[src/hps_defines.svh]
// constants for the host port select and ready handshake block
`ifndef HPS_DEFINES_SVH
`define HPS_DEFINES_SVH

// ----------------------------------------------------------------------
// bus style select codes
// ----------------------------------------------------------------------
`define HPS_STYLE_W 2
`define HPS_STYLE_RDY 2'h0
`define HPS_STYLE_ACK 2'h1

// ----------------------------------------------------------------------
// widths and reset values
// ----------------------------------------------------------------------
`define HPS_DATA_W 8
`define HPS_ADDR_W 8
`define HPS_DATA_RST 8'h00
`define HPS_ADDR_RST 8'h00

`endif

[src/hps_pkg.sv]
// types for the host port select and ready handshake block
package hps_pkg;

  // --------------------------------------------------------------------
  // handshake state machine
  // --------------------------------------------------------------------
  typedef enum logic [1:0] {
    HPS_IDLE = 2'b00,
    HPS_REQ = 2'b01,
    HPS_WAIT = 2'b10,
    HPS_DONE = 2'b11
  } hps_state_e;

endpackage

[src/hps_top.sv]
// host port select, address strobe and ready/acknowledge handshake
`timescale 1ns/1ns
`default_nettype none
`include "hps_defines.svh"

// Contract
// - shared pins act as host port only in processor control mode
// - first bus style: handshake pin is an active-low ready output
// - ready goes low only once access can complete; high until then
// - second bus style: same pin is an active-low transfer acknowledge
// - hardware mode: chip select is ch3, address strobe ch2 ones command
// - hardware mode: handshake pin is the receive mute on loss input
// - read strobe low drives register data; negated strobe releases bus
module hps_top #(
  parameter int DATA_W = `HPS_DATA_W,
  parameter int ADDR_W = `HPS_ADDR_W
) (
  input wire logic i_ref_clk,
  input wire logic i_rst_n,
  input wire logic i_host_mode,
  input wire logic [1:0] i_bus_style_select,
  input wire logic i_chip_sel_n,
  input wire logic i_addr_latch_strobe_in,
  input wire logic i_read_or_data_strobe_in,
  input wire logic i_write_or_dir_in,
  input wire logic [ADDR_W-1:0] i_addr,
  input wire logic [DATA_W-1:0] i_data_in,
  output logic [DATA_W-1:0] o_data_out,
  output logic o_data_oe,
  input wire logic i_access_done_n,
  output logic o_access_done_n,
  output logic o_access_done_oe,
  output logic [ADDR_W-1:0] o_reg_addr,
  output logic [DATA_W-1:0] o_reg_wdata,
  output logic o_reg_wr,
  output logic o_reg_rd,
  input wire logic [DATA_W-1:0] i_reg_rdata,
  input wire logic i_reg_ack,
  output logic o_ch2_send_ones_cmd,
  output logic o_ch3_send_ones_cmd,
  output logic o_rx_squelch_on_loss_cmd
);

  // --------------------------------------------------------------------
  // strobe decode
  // --------------------------------------------------------------------
  logic read_act;
  logic write_act;
  logic addr_load;
  logic ack_style;
  logic access_act;

  hps_strobe_decode u_dec (
    .i_bus_style_select(i_bus_style_select),
    .i_chip_sel_n(i_chip_sel_n),
    .i_addr_latch_strobe_in(i_addr_latch_strobe_in),
    .i_read_or_data_strobe_in(i_read_or_data_strobe_in),
    .i_write_or_dir_in(i_write_or_dir_in),
    .o_read_act(read_act),
    .o_write_act(write_act),
    .o_addr_load(addr_load),
    .o_ack_style(ack_style)
  );

  // host functions only in processor control mode
  assign access_act = i_host_mode && (read_act || write_act);

  // --------------------------------------------------------------------
  // state
  // --------------------------------------------------------------------
  hps_pkg::hps_state_e state_r;
  hps_pkg::hps_state_e state_nxt;
  logic is_read_r;
  logic [ADDR_W-1:0] addr_r;

  always_comb begin
    state_nxt = state_r;
    case (state_r)
      hps_pkg::HPS_IDLE: begin
        if (access_act) begin
          state_nxt = hps_pkg::HPS_REQ;
        end
      end
      hps_pkg::HPS_REQ: begin
        state_nxt = hps_pkg::HPS_WAIT;
      end
      hps_pkg::HPS_WAIT: begin
        // completion is the only way to the done state
        if (i_reg_ack) begin
          state_nxt = hps_pkg::HPS_DONE;
        end
      end
      hps_pkg::HPS_DONE: begin
        // hold the handshake low until the processor ends the cycle
        if (!access_act) begin
          state_nxt = hps_pkg::HPS_IDLE;
        end
      end
      default: begin
        state_nxt = hps_pkg::HPS_IDLE;
      end
    endcase
    // an aborted cycle returns to idle; register side still finishes
    if (state_r != hps_pkg::HPS_IDLE && state_r != hps_pkg::HPS_WAIT &&
        !access_act) begin
      state_nxt = hps_pkg::HPS_IDLE;
    end
  end

  always_ff @(posedge i_ref_clk) begin
    if (!i_rst_n) begin
      state_r <= hps_pkg::HPS_IDLE;
    end else begin
      state_r <= state_nxt;
    end
  end

  // --------------------------------------------------------------------
  // address latch and access direction
  // --------------------------------------------------------------------
  always_ff @(posedge i_ref_clk) begin
    if (!i_rst_n) begin
      addr_r <= `HPS_ADDR_RST;
    end else if (i_host_mode && addr_load) begin
      addr_r <= i_addr;
    end
  end

  always_ff @(posedge i_ref_clk) begin
    if (!i_rst_n) begin
      is_read_r <= 1'b0;
    end else if (state_r == hps_pkg::HPS_IDLE && access_act) begin
      is_read_r <= read_act;
    end
  end

  // --------------------------------------------------------------------
  // register side requests
  // --------------------------------------------------------------------
  always_ff @(posedge i_ref_clk) begin
    if (!i_rst_n) begin
      o_reg_addr <= `HPS_ADDR_RST;
      o_reg_wdata <= `HPS_DATA_RST;
      o_reg_wr <= 1'b0;
      o_reg_rd <= 1'b0;
    end else begin
      o_reg_wr <= 1'b0;
      o_reg_rd <= 1'b0;
      if (state_r == hps_pkg::HPS_REQ && access_act) begin
        o_reg_addr <= addr_r;
        o_reg_wdata <= i_data_in;
        o_reg_rd <= is_read_r;
        o_reg_wr <= !is_read_r;
      end
    end
  end

  // --------------------------------------------------------------------
  // read data bus
  // --------------------------------------------------------------------
  always_ff @(posedge i_ref_clk) begin
    if (!i_rst_n) begin
      o_data_out <= `HPS_DATA_RST;
    end else if (state_r == hps_pkg::HPS_WAIT && i_reg_ack && is_read_r) begin
      o_data_out <= i_reg_rdata;
    end
  end

  // driven only while the read strobe is held with chip select low
  always_ff @(posedge i_ref_clk) begin
    if (!i_rst_n) begin
      o_data_oe <= 1'b0;
    end else begin
      o_data_oe <= i_host_mode && read_act;
    end
  end

  // --------------------------------------------------------------------
  // ready / acknowledge pin
  // --------------------------------------------------------------------
  // low only in the done state, high while the cycle is stretched
  always_ff @(posedge i_ref_clk) begin
    if (!i_rst_n) begin
      o_access_done_n <= 1'b1;
    end else begin
      // an aborted cycle that completes late must not pulse the pin low
      o_access_done_n <= !(state_nxt == hps_pkg::HPS_DONE &&
        access_act);
    end
  end

  // ready style drives the pin whenever selected; ack style only in a cycle
  always_ff @(posedge i_ref_clk) begin
    if (!i_rst_n) begin
      o_access_done_oe <= 1'b0;
    end else if (!i_host_mode || i_chip_sel_n) begin
      o_access_done_oe <= 1'b0;
    end else if (ack_style) begin
      o_access_done_oe <= access_act;
    end else begin
      o_access_done_oe <= 1'b1;
    end
  end

  // --------------------------------------------------------------------
  // hardware mode commands
  // --------------------------------------------------------------------
  always_ff @(posedge i_ref_clk) begin
    if (!i_rst_n) begin
      o_ch2_send_ones_cmd <= 1'b0;
      o_ch3_send_ones_cmd <= 1'b0;
      o_rx_squelch_on_loss_cmd <= 1'b0;
    end else if (!i_host_mode) begin
      o_ch3_send_ones_cmd <= i_chip_sel_n;
      o_ch2_send_ones_cmd <= i_addr_latch_strobe_in;
      o_rx_squelch_on_loss_cmd <= i_access_done_n;
    end else begin
      o_ch2_send_ones_cmd <= 1'b0;
      o_ch3_send_ones_cmd <= 1'b0;
      o_rx_squelch_on_loss_cmd <= 1'b0;
    end
  end

endmodule
`default_nettype wire

[src/hps_strobe_decode.sv]
// per-style decode of the host port strobes
`timescale 1ns/1ns
`default_nettype none
`include "hps_defines.svh"

module hps_strobe_decode (
  input wire logic [1:0] i_bus_style_select,
  input wire logic i_chip_sel_n,
  input wire logic i_addr_latch_strobe_in,
  input wire logic i_read_or_data_strobe_in,
  input wire logic i_write_or_dir_in,
  output logic o_read_act,
  output logic o_write_act,
  output logic o_addr_load,
  output logic o_ack_style
);

  // --------------------------------------------------------------------
  // strobe decode
  // --------------------------------------------------------------------
  // ready style: separate read and write strobes, address latch high
  // ack style: one data strobe plus direction, address strobe low
  always_comb begin
    o_ack_style = (i_bus_style_select == `HPS_STYLE_ACK);
    o_read_act = 1'b0;
    o_write_act = 1'b0;
    o_addr_load = 1'b0;
    if (!i_chip_sel_n) begin
      if (o_ack_style) begin
        o_read_act = !i_read_or_data_strobe_in && i_write_or_dir_in;
        o_write_act = !i_read_or_data_strobe_in && !i_write_or_dir_in;
        o_addr_load = !i_addr_latch_strobe_in;
      end else begin
        o_read_act = !i_read_or_data_strobe_in;
        o_write_act = !i_write_or_dir_in && i_read_or_data_strobe_in;
        o_addr_load = i_addr_latch_strobe_in;
      end
    end
  end

endmodule
`default_nettype wire

[config.mk]
export PLATFORM = sky130hd
export DESIGN_NAME = hps_top
export DESIGN_NICKNAME = d
export VERILOG_FILES = /design/src/hps_pkg.sv /design/src/hps_top.sv /design/src/hps_strobe_decode.sv
export VERILOG_INCLUDE_DIRS = /design/src
export SDC_FILE = /design/constraint.sdc
export NUM_CORES = 1
export LEC_CHECK = 0
export ABC_AREA = 1
export BUFFER_PORTS_ARGS = -buffer_cell sky130_fd_sc_hd__buf_2
export CAP_MARGIN = 20
export CORE_UTILIZATION = 40
export CTS_CLUSTER_DIAMETER = 60
export DETAILED_ROUTE_END_ITERATION = 12
export GPL_ROUTABILITY_DRIVEN = 0
export PLACE_DENSITY = 0.68
export SYNTH_ARGS = -nofsm -noshare
export SYNTH_HDL_FRONTEND = slang
export SYNTH_SLANG_ARGS = --single-unit
[constraint.sdc]
create_clock -name i_ref_clk -period 1.3 [get_ports i_ref_clk]
set_input_delay 0.13 -clock i_ref_clk [delete_from_list [all_inputs] [get_ports i_ref_clk]]
set_output_delay 0.13 -clock i_ref_clk [all_outputs]
set_load 0.02 [all_outputs]
# [Yosys cells after proc, flatten, opt, wreduce, memory -nomap -nowiden]
# Index checks and enable logic that the tools add are counted.
[op_classes] eq_ne=6 n_mux=12 bitwise=1 reduce_logical=27
[op_table] op="1-bit logical AND" count=13
[op_table] op="2-bit 2-to-1 mux" count=4
[op_table] op="2-bit case mux with 4 select lines" count=1
[op_table] op="1-bit zero test" count=7
[op_table] op="1-bit 2-to-1 mux" count=7
[op_table] op="2-bit equality test, second input constant" count=3
[op_table] op="2-bit by 1-bit equality test with 1-bit output, second input constant" count=2
[op_table] op="2-bit OR reduction" count=2
[op_table] op="2-bit zero test" count=1
[op_table] op="1-bit logical OR" count=2
[op_table] op="2-bit inequality test, second input constant" count=1
[op_table] op="2-bit AND reduction" count=1
[op_table] op="2-bit nonzero test" count=1
[op_table] op="1-bit inverter" count=1
[totals] register_bits=43 out_inout_bits=32 elab_cells=60

# [Depth between registers and ports, before layout]
# Gate-level depths: netlist (run 1).
[depth] depth_word=12 ltp_mapped=8 depth_no_buf=7

# [Modules after synthesis]
# A second synthesis (run 1) with hierarchy kept.
[unflattened] cells_unflattened=247 hier_area_um2=1784.2
[modules_own_cells] mod="hps_top" n_inst=1 cells_per_inst=229 area_each_um2=1711.6 seq_area_each_um2=860.8
[modules_own_cells] mod="hps_strobe_decode" n_inst=1 cells_per_inst=18 area_each_um2=72.6 seq_area_each_um2=0.0

# [Least setup slack after synthesis (run 1)]
# No wires, ideal clock.
[synth_timing] path_kind="register -> register" start="register state_r[0]" end="register o_reg_addr[0]" setup_time_ns=0.113 arrival_time_ns=0.873 slack_ns=0.314 path_stages_with_launch=7 period_less_slack_ns=0.986 cell_sequence="dfxtp_1 -> inv_2 -> nor2_4 -> nand3_4 -> buf_6 -> nor2_1 -> nor2_1"
[synth_via] elab_chain_cells=2
[synth_rtl] item="from (decl)" line="hps_top.sv:71" text="hps_pkg::hps_state_e state_r;"
[synth_rtl] item="from (signal assigned)" line="hps_top.sv:112" text="state_r <= hps_pkg::HPS_IDLE;"
[synth_rtl] item="from (signal assigned)" line="hps_top.sv:114" text="state_r <= state_nxt;"
[synth_rtl] item="2-bit by 1-bit equality test with 1-bit output" line="hps_top.sv:149" text="if (state_r == hps_pkg::HPS_REQ && access_act) begin"
[synth_rtl] item="1-bit logical AND" line="hps_top.sv:149"
[synth_rtl] item="to (signal assigned)" line="hps_top.sv:142" text="o_reg_addr <= `HPS_ADDR_RST;"
[synth_rtl] item="to (signal assigned)" line="hps_top.sv:150" text="o_reg_addr <= addr_r;"
[synth_rtl] item="to (decl)" line="hps_top.sv:33" text="output logic [ADDR_W-1:0] o_reg_addr,"
# No other way between the ends.
# A chain may end at the register's enable or synchronous reset.

# [Worst setup path in the final report (run 1)]
[layout_timing] start="register state_r[1]" end="register o_data_out[4]"
[layout_via] elab_chain_cells=3
[layout_rtl] item="2-bit equality test" line="hps_top.sv:164" text="end else if (state_r == hps_pkg::HPS_WAIT && i_reg_ack && is_read_r) begin"
[layout_rtl] item="1-bit logical AND (2 in a row)" line="hps_top.sv:164"
[layout_rtl] item="to (signal assigned)" line="hps_top.sv:163" text="o_data_out <= `HPS_DATA_RST;"
[layout_rtl] item="to (signal assigned)" line="hps_top.sv:165" text="o_data_out <= i_reg_rdata;"
[layout_rtl] item="to (decl)" line="hps_top.sv:28" text="output logic [DATA_W-1:0] o_data_out,"
# No other way between the ends.

==> results.md, run 1 <==
| Step | Item | This run |
|---|---|---|
| route | Detailed router's first-iteration violation count | 30 |
| route | Overall via count from detail_route | 1511 |
| cells and area | Number of inserted diodes | 0 |
| timing | Unrepaired setup endpoints after global routing | no |
| global routing | Global route overflow | 0 |
| clocking | Hold_buf cts | 0 |
| floorplanning | Area of the placeable core | 4030 um2 |
| global routing | All-layer global routing usage | 0.159 |
| logic synthesis | Ys async rst share | 0 |
| clocking | Clock tree buffer depth | 2 |
| cells and area | Layout-stage area growth over the synthesis result | 27.5% |
| run status | Result of the run | finished, final reports clean |
| placed design | Post-placement setup slack | 0.149 ns |
| logic synthesis | Portion of the post-synthesis area used by sequential elements | 0.506 |
| global routing | Global-route wire length before repair | 5370 um |
| placed design | Cell count after placement | 343 |
| clocking | H-Tree Depth | 2 |
| logic synthesis | Warning count from the yosys run | 0 |
| clocking | Cts bufs inserted | 5 |
| route | Initial DRT Pass Iterations | 4 |
| global routing | Via count of the first global-routing pass | 1259 |
| logic synthesis | Syn avg cell area | 7.40 um2 |
| global routing | Initial antenna violation count | 0 |
| timing | Worst Setup Slack, final | 0.170 ns |
| cells and area | Final standard cell count with taps included and fillers excluded | 350 |
| timing | Top achievable clock speed | 885 MHz |
| logic synthesis | Cell variety after synth | 21 |
| clocking | Clock latency on the worst-skew pair | 0.29 ns |
| worst setup path | Category of the most critical setup path | reg -> reg |
| worst setup path | Kind of launch point of the worst setup path | register |
| logic synthesis | Commonest cells in the synthesized netlist | nor2_1, nand2_1, dfxtp_1 |
| logic synthesis | Post-Syn Instances | 230 |
| logic synthesis | Register bit total from synthesis | 43 |
| placed design | Count of buffers from port buffering | 66 |
| worst setup path | Endpoint arrival time on the critical path | 1.35 ns |
| logic synthesis | Netlist area before placement | 1700 um2 |
| logic synthesis | Count of flip-flops with a built-in enable after synthesis | 0 |
| floorplanning | Number of placed I/O pins | 67 |
| floorplanning | Initial core utilization | 0.422 |
| clocking | Setup Buffers After CTS | 0 |
| timing | Summed negative setup slack over all endpoints | 0 ns |
| timing | Largest clock skew in the final design | 0.00421 ns |
| cells and area | Number of nets in the layout | 335 |
| route | Antenna-violating nets left | 0 |
| clocking | Number of cells upsized or downsized after cts | 0 |
| logic synthesis | Post-synthesis mux area share | 0 |
| floorplanning | Overall die height | 67.2 um |
| worst setup path | Kind of end point of the critical path | register |
| logic synthesis | Simple logic cell fraction of the synthesized area | 0.332 |
| clocking | CTS sink count | 43 |
| timing | Setup-failing EPs final | 0 |
| logic synthesis | Mapped Nets | 265 |
| placed design | Dpl hpwl | 2450 um |
| cells and area | Final core utilization | 0.539 |
| clocking | Clock tree from TritonCTS | built |
| timing | Worst-Margin Slew | 0.272 ns |
| floorplanning | Die width | 67.2 um |
| logic synthesis | Most numerous cell in the Yosys netlist | nor2_1 |
| timing | Final max-slew violation count | 0 |
| pwr | P per Cell Area | 1110 nW/um2 |
| global routing | Pin count of the biggest net entering global routing | 29 |
| cells and area | Count of fill cells added during filler insertion | 417 |
| route | Vias per cell | 4.32 |
| timing | Final cycle utilization of the critical path | 0.869 |
| timing | Final Critical Period | 1.13 ns |
| logic synthesis | Post-synthesis share of cell area spent on full adders, half adders and majority gates | 0 |
| clocking | Clk slew on worst S/H paths | 0.07 ns |
| route | Drt drc | 0 |
| pwr | Leakage component of the power | 1.17 nW |
| route | Routed WL per cell | 9.52 um |
| floorplanning | Std cell rows | 23 |
| clocking | Clk root buf | clkbuf_8 |
| floorplanning | Die ar. | 4520 um2 |
| logic synthesis | Area fraction in compound gates after synthesis | 0.0625 |
| logic synthesis | Top cell type by total area after synthesis | dfxtp_1 |
| timing | Final hold vios | 0 |
| logic synthesis | Xor/xnor share of the synthesized area | 0 |
| logic synthesis | Biggest area contributors in the synthesized netlist | dfxtp_1, nor2_1, nand2_1 |
| worst setup path | CP Max Fanout | 9 |
| cells and area | Fraction of layout cells with a size suffix above 1 | 0.317 |
| logic synthesis | Synth top area share | 0.506 |
| flow run | Number of max-capacitance violations reported | 0 |
| pwr | Worst ir drop on vdd | 0.000713 V |
| logic synthesis | Dominant synthesized flop cell | dfxtp_1 |
| logic synthesis | Combinational family with the most area after synthesis | simple AND/OR/NAND/NOR gates |
| worst setup path | Required time of the critical path | 1.52 ns |
| hold path | Worst min path class | in -> reg |
| route | Final Routed Wirelength | 3330 um |
| timing | Relative max-transition margin | 0.818 |
-- state kept, by name, summed over array words and instances (netlist names) --
register / cells
o_access_done_oe: 1
o_ch2_send_ones_cmd: 1
o_access_done_n: 1
state_r: 2
o_reg_addr: 8
o_reg_rd: 1
o_data_out: 8
o_data_oe: 1
is_read_r: 1
o_ch3_send_ones_cmd: 1
addr_r: 8
o_reg_wdata: 8
o_reg_wr: 1
o_rx_squelch_on_loss_cmd: 1
-- stage by stage --
step           hold slack [ns]  instance area (um2)  total power (W)
6_report                0.0524                 2170          0.00241
4_1_cts                 0.0484                 2170          0.00244
2_1_floorplan            0.242                 1700          0.00151
3_5_place_dp             0.356                 2080          0.00161
3_3_place_gp             0.347                 2080          0.00160
5_1_grt                 0.0383                 2170          0.00253
-- report_power, final --
part | switching [W] | internal, W | total (W) | leakage [nW]
combinational | 0.000121 | 0.0000874 | 0.000209 | 0.779
sequential | 0.0000158 | 0.00135 | 0.00136 | 0.349
clock | 0.000420 | 0.000417 | 0.000837 | 0.0470
total | 0.000557 | 0.00185 | 0.00241 | 1.17
-- final timing paths --
check / from / end / slack (ns) / depth (start not counted)
setup / recovery: state_r[1]$_SDFF_PN0_ / o_data_out[4]$_SDFFE_PN0P_ / 0.17 / 6
hold reg to reg: o_data_out[7]$_SDFFE_PN0P_ / o_data_out[7]$_SDFFE_PN0P_ / 0.46 / 2
setup reg to reg: state_r[1]$_SDFF_PN0_ / o_data_out[4]$_SDFFE_PN0P_ / 0.17 / 6
hold / removal: i_access_done_n / o_rx_squelch_on_loss_cmd$_SDFF_PP0_ / 0.05 / 3
-- metal layers --
layer	share of wire	GRT usage	routed length, um	vias up
met5	0	0	0	-
met4	0.017	0.0638	56	0
met3	0.062	0.0490	206	6
met2	0.43	0.259	1450	42
met1	0.49	0.193	1620	637
li1	-	-	-	826
-- kinds of logic (layout without fill, tap and decap cells) --
| group | count (synthesis) | in the layout |
|---|---|---|
| flip-flops | 43 | 43 |
| AO/OA/AOI/OAI | 20 | 20 |
| AND/OR/NAND/NOR | 130 | 130 |
| buffers and inverters | 37 | 107 |
-- placed cells by master, fill, tap and decap left out, drive strengths merged --
cell     synthesis  final
o21ai            8      8
inv             29     29
nor2            61     61
clkinv           1      2
nand2           60     60
clkbuf           1      6
nand3            6      6
o2111ai          1      1
dfxtp           43     43
o21bai           1      1
a21oi           10     10
or2              1      1
nor3             2      2
buf              6     70
-- worst max-delay path, stage by stage (launching register included) --
cell and delay (ns):
dfxtp_1 0.41, nand2_1 0.11, inv_2 0.09, nand3_4 0.12, clkinv_2 0.14, nand2_1 0.07
a21oi_1 0.12
-- area by class of cell --
type	count	area, um2	share of cell area
Sequential cell	43	861	0.397
Multi-Input combinational cell	150	672	0.310
Timing Repair Buffer	70	373	0.172
Inverter	30	114	0.0525
Clock buffer	6	82.6	0.0381
Tap cell	50	62.6	0.0288
Clock inverter	1	5.00	0.00231
No activity file was read; power rests on OpenSTA's default activity.
==> inputs of run 2 (changes only) <==
PLACE_DENSITY = 0.78   (was 0.68)
SYNTH_HIERARCHICAL = 1   (was not set)
==> results.md, run 2 <==
| Step | Item | This run |
|---|---|---|
| flow run | Number of max-capacitance violations reported | 0 |
| timing | Unrepaired setup endpoints after global routing | no |
| logic synthesis | Dominant synthesized flop cell | dfxtp_1 |
| placed design | Post-placement setup slack | 0.0391 ns |
| pwr | Tot Pwr | 0.00270 W |
| worst setup path | Kind of launch point of the worst setup path | register |
| logic synthesis | Ys async rst share | 0 |
| timing | Setup-failing EPs final | 0 |
| clocking | Cts bufs inserted | 5 |
| floorplanning | Initial core utilization | 0.431 |
| logic synthesis | Commonest cells in the synthesized netlist | nand2_1, nor2_1, dfxtp_1 |
| floorplanning | Overall die height | 68.8 um |
| cells and area | Number of inserted diodes | 0 |
| global routing | Met2 Use GR | 0.263 |
| pwr | P per Cell Area | 1180 nW/um2 |
| logic synthesis | Top cell type by total area after synthesis | dfxtp_1 |
| logic synthesis | Post-Syn Instances | 247 |
| route | Final Routed Wirelength | 3740 um |
| run status | Result of the run | finished, final reports clean |
| cells and area | Layout-stage area growth over the synthesis result | 28.5% |
| floorplanning | Std cell rows | 23 |
| logic synthesis | Count of flip-flops with a built-in enable after synthesis | 0 |
| route | Antenna-violating nets left | 0 |
| timing | Final Critical Period | 1.16 ns |
| logic synthesis | Netlist area before placement | 1780 um2 |
| logic synthesis | Post-synthesis mux area share | 0 |
| global routing | Initial antenna violation count | 0 |
| placed design | Cell area after placement | 2180 um2 |
| route | Routed WL per cell | 10.2 um |
| clocking | Clock latency on the worst-skew pair | 0.30 ns |
| clocking | Clock tree from TritonCTS | built |
| global routing | Global-route met3 utilization | 0.0510 |
| logic synthesis | Register bit total from synthesis | 43 |
| timing | Worst-Margin Slew | 0.403 ns |
| worst setup path | Category of the most critical setup path | reg -> reg |
| worst setup path | Required time of the critical path | 1.49 ns |
| logic synthesis | Biggest area contributors in the synthesized netlist | dfxtp_1, nand2_1, nor2_1 |
| route | Vias per cell | 4.51 |
| cells and area | Cell area after layout | 2290 um2 |
| route | Initial DRT Pass Iterations | 4 |
| timing | Summed negative setup slack over all endpoints | 0 ns |
| placed design | Count of buffers from port buffering | 66 |
| placed design | Cell count after placement | 359 |
| floorplanning | Number of placed I/O pins | 67 |
| worst setup path | Kind of end point of the critical path | register |
| worst setup path | CP Max Fanout | 16 |
| clocking | H-Tree Depth | 2 |
| logic synthesis | Portion of the post-synthesis area used by sequential elements | 0.482 |
| cells and area | Most common library cell in the layout ignoring fill and taps | buf_2 |
| global routing | M1 GR Usage | 0.218 |
| cells and area | Fraction of layout cells with a size suffix above 1 | 0.281 |
| global routing | All-layer global routing usage | 0.172 |
| placed design | Dpl hpwl | 2690 um |
| clocking | Clk slew on worst S/H paths | 0.08 ns |
| logic synthesis | Warning count from the yosys run | 6 |
| timing | Largest clock skew in the final design | 0.00729 ns |
| logic synthesis | Mapped Nets | 282 |
| hold path | Worst min path class | in -> reg |
| floorplanning | Area of the placeable core | 4140 um2 |
| clocking | Hold_buf cts | 0 |
| timing | Top achievable clock speed | 865 MHz |
| timing | Relative max-transition margin | 0.731 |
| floorplanning | Die ar. | 4730 um2 |
| logic synthesis | Area fraction in compound gates after synthesis | 0.106 |
| floorplanning | Die width | 68.8 um |
| global routing | Global-route wire length before repair | 6000 um |
| worst setup path | Endpoint arrival time on the critical path | 1.35 ns |
| route | Overall via count from detail_route | 1656 |
| cells and area | Count of fill cells added during filler insertion | 411 |
| pwr | Leakage component of the power | 1.20 nW |
| global routing | Via count of the first global-routing pass | 1335 |
| route | Detailed router's first-iteration violation count | 101 |
| worst setup path | Reg-to-reg slack, setup | 0.14 ns |
| global routing | Pin count of the biggest net entering global routing | 35 |
| clocking | Clk root buf | clkbuf_8 |
| logic synthesis | Simple logic cell fraction of the synthesized area | 0.283 |
| logic synthesis | Syn avg cell area | 7.22 um2 |
| timing | Final cycle utilization of the critical path | 0.889 |
| pwr | Worst ir drop on vdd | 0.000649 V |
| timing | Final hold vios | 0 |
| logic synthesis | Cell variety after synth | 22 |
| cells and area | Number of nets in the layout | 351 |
| timing | Worst Setup Slack, final | 0.145 ns |
| global routing | Most Used Layer, Global Route | met2 |
| clocking | Clock tree buffer depth | 2 |
| timing | Final max-slew violation count | 0 |
| logic synthesis | Combinational family with the most area after synthesis | simple AND/OR/NAND/NOR gates |
| logic synthesis | Synth top area share | 0.482 |
| route | Drt drc | 0 |
| global routing | Global route overflow | 0 |
| logic synthesis | Post-synthesis share of cell area spent on full adders, half adders and majority gates | 0 |
| logic synthesis | Xor/xnor share of the synthesized area | 0 |
| cells and area | Final standard cell count with taps included and fillers excluded | 367 |
| clocking | CTS sink count | 43 |
| cells and area | Top library cells by usage in the layout, fill and taps aside | buf_2, nand2_1, nor2_1 |
## run 2: cell type report
| class | count | area (um2) | area share |
|---|---|---|---|
| well taps | 50 | 62.6 | 0.0273 |
| clock inverters | 3 | 43.8 | 0.0191 |
| repair buffers | 74 | 415 | 0.181 |
| multi-input cells | 154 | 699 | 0.305 |
| inverters | 38 | 143 | 0.0622 |
| clock buffers | 5 | 68.8 | 0.0300 |
| flip-flops and latches | 43 | 861 | 0.375 |
## run 2: through the flow
step / hold slack [ns] / utilization
floorplan: 0.242 / -
CTS: 0.0468 / 0.552
finish: 0.0490 / 0.553
global route: 0.0459 / 0.553
global placement: 0.346 / 0.525
detailed placement: 0.361 / 0.525
## run 2: final timing paths
path,startpoint,to,cells past startpoint
setup reg to reg,state_r[1]$_SDFF_PN0_,o_data_out[3]$_SDFFE_PN0P_,3
hold / removal,i_access_done_n,o_rx_squelch_on_loss_cmd$_SDFF_PP0_,3
hold reg to reg,addr_r[7]$_SDFFE_PN0P_,addr_r[7]$_SDFFE_PN0P_,2
setup / recovery,state_r[1]$_SDFF_PN0_,o_data_out[3]$_SDFFE_PN0P_,3
## run 2: routing by layer
metal | part of all wire | wire length (um) | vias to the layer above
li1 | - | - | 902
met2 | 0.44 | 1660 | 41
met3 | 0.058 | 219 | 7
met4 | 0.028 | 103 | 0
met1 | 0.47 | 1760 | 706
met5 | 0 | 0 | -
## run 2: report_power, final
| part | leakage (nW) | switching [W] | internal, W |
|---|---|---|---|
| clock network | 0.0581 | 0.000462 | 0.000572 |
| logic | 0.795 | 0.000173 | 0.000120 |
| registers | 0.349 | 0.0000195 | 0.00135 |
| total | 1.20 | 0.000654 | 0.00204 |
## run 2: cell families after synthesis
kind of cell,after synthesis
and+or+nand+nor,117
buffers and inverters,50
DFF,43
AOI/OAI and AO/OA,37
## run 2: what timing repair did
action | in CTS | in global routing
endpoints found under the setup margin | 0 | 2
buffers inserted | 0 | 0
resized for setup | 0 | 2
## run 2: critical path, cell delays in order, from the launching register on
cell	delay, ns
dfxtp_1	0.52
nand4_4	0.29
nor2_1	0.18
nor2_1	0.06
==> inputs of run 3 (changes only) <==
CORE_UTILIZATION = 48   (was 40)
PLACE_DENSITY = 0.89   (was 0.78)
==> results.md, run 3 (synthesis results as in run 2) <==
| Step | Item | This run |
|---|---|---|
| worst setup path | Kind of end point of the critical path | register |
| global routing | All-layer global routing usage | 0.210 |
| timing | Final cycle utilization of the critical path | 0.913 |
| pwr | Leakage component of the power | 1.20 nW |
| worst setup path | Worst setup path startpoint | state_r[1]$_SDFF_PN0_ |
| route | Final Routed Wirelength | 3840 um |
| timing | Relative max-transition margin | 0.731 |
| cells and area | Layout-stage area growth over the synthesis result | 28.3% |
| clocking | Clk slew on worst S/H paths | 0.08 ns |
| flow run | Number of max-capacitance violations reported | 0 |
| floorplanning | Area of the placeable core | 3440 um2 |
| pwr | Fraction of power consumed by combinational cells | 0.110 |
| cells and area | Number of nets in the layout | 350 |
| clocking | CTS sink count | 43 |
| cells and area | Final core utilization | 0.665 |
| placed design | Cell count after placement | 354 |
| floorplanning | Die ar. | 3970 um2 |
| global routing | Global-route wire length before repair | 6560 um |
| route | Vias per cell | 4.74 |
| clocking | Clock latency on the worst-skew pair | 0.30 ns |
| floorplanning | Number of placed I/O pins | 67 |
| placed design | Post-placement setup slack | -0.00343 ns |
| placed design | Count of buffers from port buffering | 66 |
| global routing | Global-route met3 utilization | 0.0529 |
| clocking | H-Tree Depth | 2 |
| pwr | Pint | 0.00205 W |
| pwr | Worst ir drop on vdd | 0.000943 V |
| floorplanning | Die width | 63.0 um |
| route | Routed WL per cell | 10.6 um |
| cells and area | Top library cells by usage in the layout, fill and taps aside | buf_2, nand2_1, nor2_1 |
| timing | Top achievable clock speed | 843 MHz |
| route | Initial DRT Pass Iterations | 6 |
| global routing | Global route overflow | 0 |
| clocking | Setup Buffers After CTS | 0 |
| placed design | Dpl hpwl | 2790 um |
| floorplanning | Initial core utilization | 0.518 |
| timing | Final max-slew violation count | 0 |
| floorplanning | Std cell rows | 21 |
| pwr | Fraction of power consumed by the clock network | 0.384 |
| clocking | Clock tree from TritonCTS | built |
| cells and area | Fraction of layout cells with a size suffix above 1 | 0.272 |
| timing | Setup-failing EPs final | 0 |
| timing | Unrepaired setup endpoints after global routing | no |
| route | Drt drc | 0 |
| floorplanning | Overall die height | 63.0 um |
| worst setup path | Required time of the critical path | 1.49 ns |
| cells and area | Most common library cell in the layout ignoring fill and taps | buf_2 |
| worst setup path | CP Max Fanout | 16 |
| timing | Largest clock skew in the final design | 0.00564 ns |
| global routing | Most Used Layer, Global Route | met2 |
| pwr | Net switching power figure | 0.000668 W |
| pwr | Fraction of power spent switching nets | 0.246 |
| route | Antenna-violating nets left | 0 |
| cells and area | Number of inserted diodes | 0 |
| cells and area | Final standard cell count with taps included and fillers excluded | 362 |
| timing | Final hold vios | 0 |
| clocking | Cts bufs inserted | 5 |
| worst setup path | Category of the most critical setup path | reg -> reg |
| clocking | Clock tree buffer depth | 2 |
| hold path | Startpoint of the worst hold path | i_access_done_n |
| global routing | Pin count of the biggest net entering global routing | 30 |
| global routing | Met2 Use GR | 0.362 |
| pwr | Sequential cell fraction of total power | 0.505 |
| worst setup path | Startpoint of the worst register-to-register path | state_r[1]$_SDFF_PN0_ |
| timing | Hold slack final | 0.0442 ns |
| route | Detailed router's first-iteration violation count | 113 |
| clocking | Clk root buf | clkbuf_8 |
| run status | Result of the run | finished, final reports clean |
| worst setup path | Kind of launch point of the worst setup path | register |
| timing | Final Critical Period | 1.19 ns |
| clocking | Hold_buf cts | 0 |
| hold path | Worst min path class | in -> reg |
| clocking | Number of cells upsized or downsized after cts | 0 |
| worst setup path | Endpoint arrival time on the critical path | 1.38 ns |
| route | Overall via count from detail_route | 1717 |
| timing | Worst-Margin Slew | 0.403 ns |
| global routing | Initial antenna violation count | 0 |
| global routing | Via count of the first global-routing pass | 1594 |
| timing | Worst Setup Slack, final | 0.114 ns |
| pwr | P per Cell Area | 1190 nW/um2 |
| global routing | M1 GR Usage | 0.236 |
## run 3: path summary, 6_finish.rpt
path                                          to  slack, ns  cells past startpoint
max                   o_data_out[5]$_SDFFE_PN0P_       0.11                      3
min          o_rx_squelch_on_loss_cmd$_SDFF_PP0_       0.04                      3
max reg2reg           o_data_out[5]$_SDFFE_PN0P_       0.11                      3
min reg2reg               addr_r[7]$_SDFFE_PN0P_       0.46                      2
## run 3: layer usage
layer | vias up | share of wire
met2 | 48 | 0.50
met5 | - | 0
met1 | 766 | 0.44
met4 | 0 | 0.018
li1 | 895 | -
met3 | 8 | 0.047
## run 3: per-stage QoR
stage	instance area, um2	setup TNS (ns)	power [W]
CTS	2290	0	0.00273
global route	2290	0	0.00283
detailed placement	2180	-0.00601	0.00170
finish	2290	0	0.00272
floorplan	1780	0	0.00158
global placement	2180	0	0.00169
## run 3: layout make-up
class	count	area [um2]
multi-input combinational	154	694
clock inverter	3	43.8
inverter	38	143
sequential	43	861
fill	313	1150
clock buffer	5	68.8
timing repair buffer	73	420
tap	46	57.6
## run 3: worst max-delay path, cell delays in order (launching register included)
cell and delay, ns:
dfxtp_1 0.53, nand4_4 0.29, nor2_1 0.19, nor2_1 0.07
## run 3: power by group through the flow
stage | Combinational [W] | Clock (W) | Sequential, W
4_1_cts | 0.000300 | 0.00106 | 0.00137
2_1_floorplan | 0.000161 | 0 | 0.00142
3_3_place_gp | 0.000289 | 0 | 0.00140
6_report | 0.000300 | 0.00104 | 0.00137
5_1_grt | 0.000337 | 0.00111 | 0.00138
3_5_place_dp | 0.000300 | 0 | 0.00140
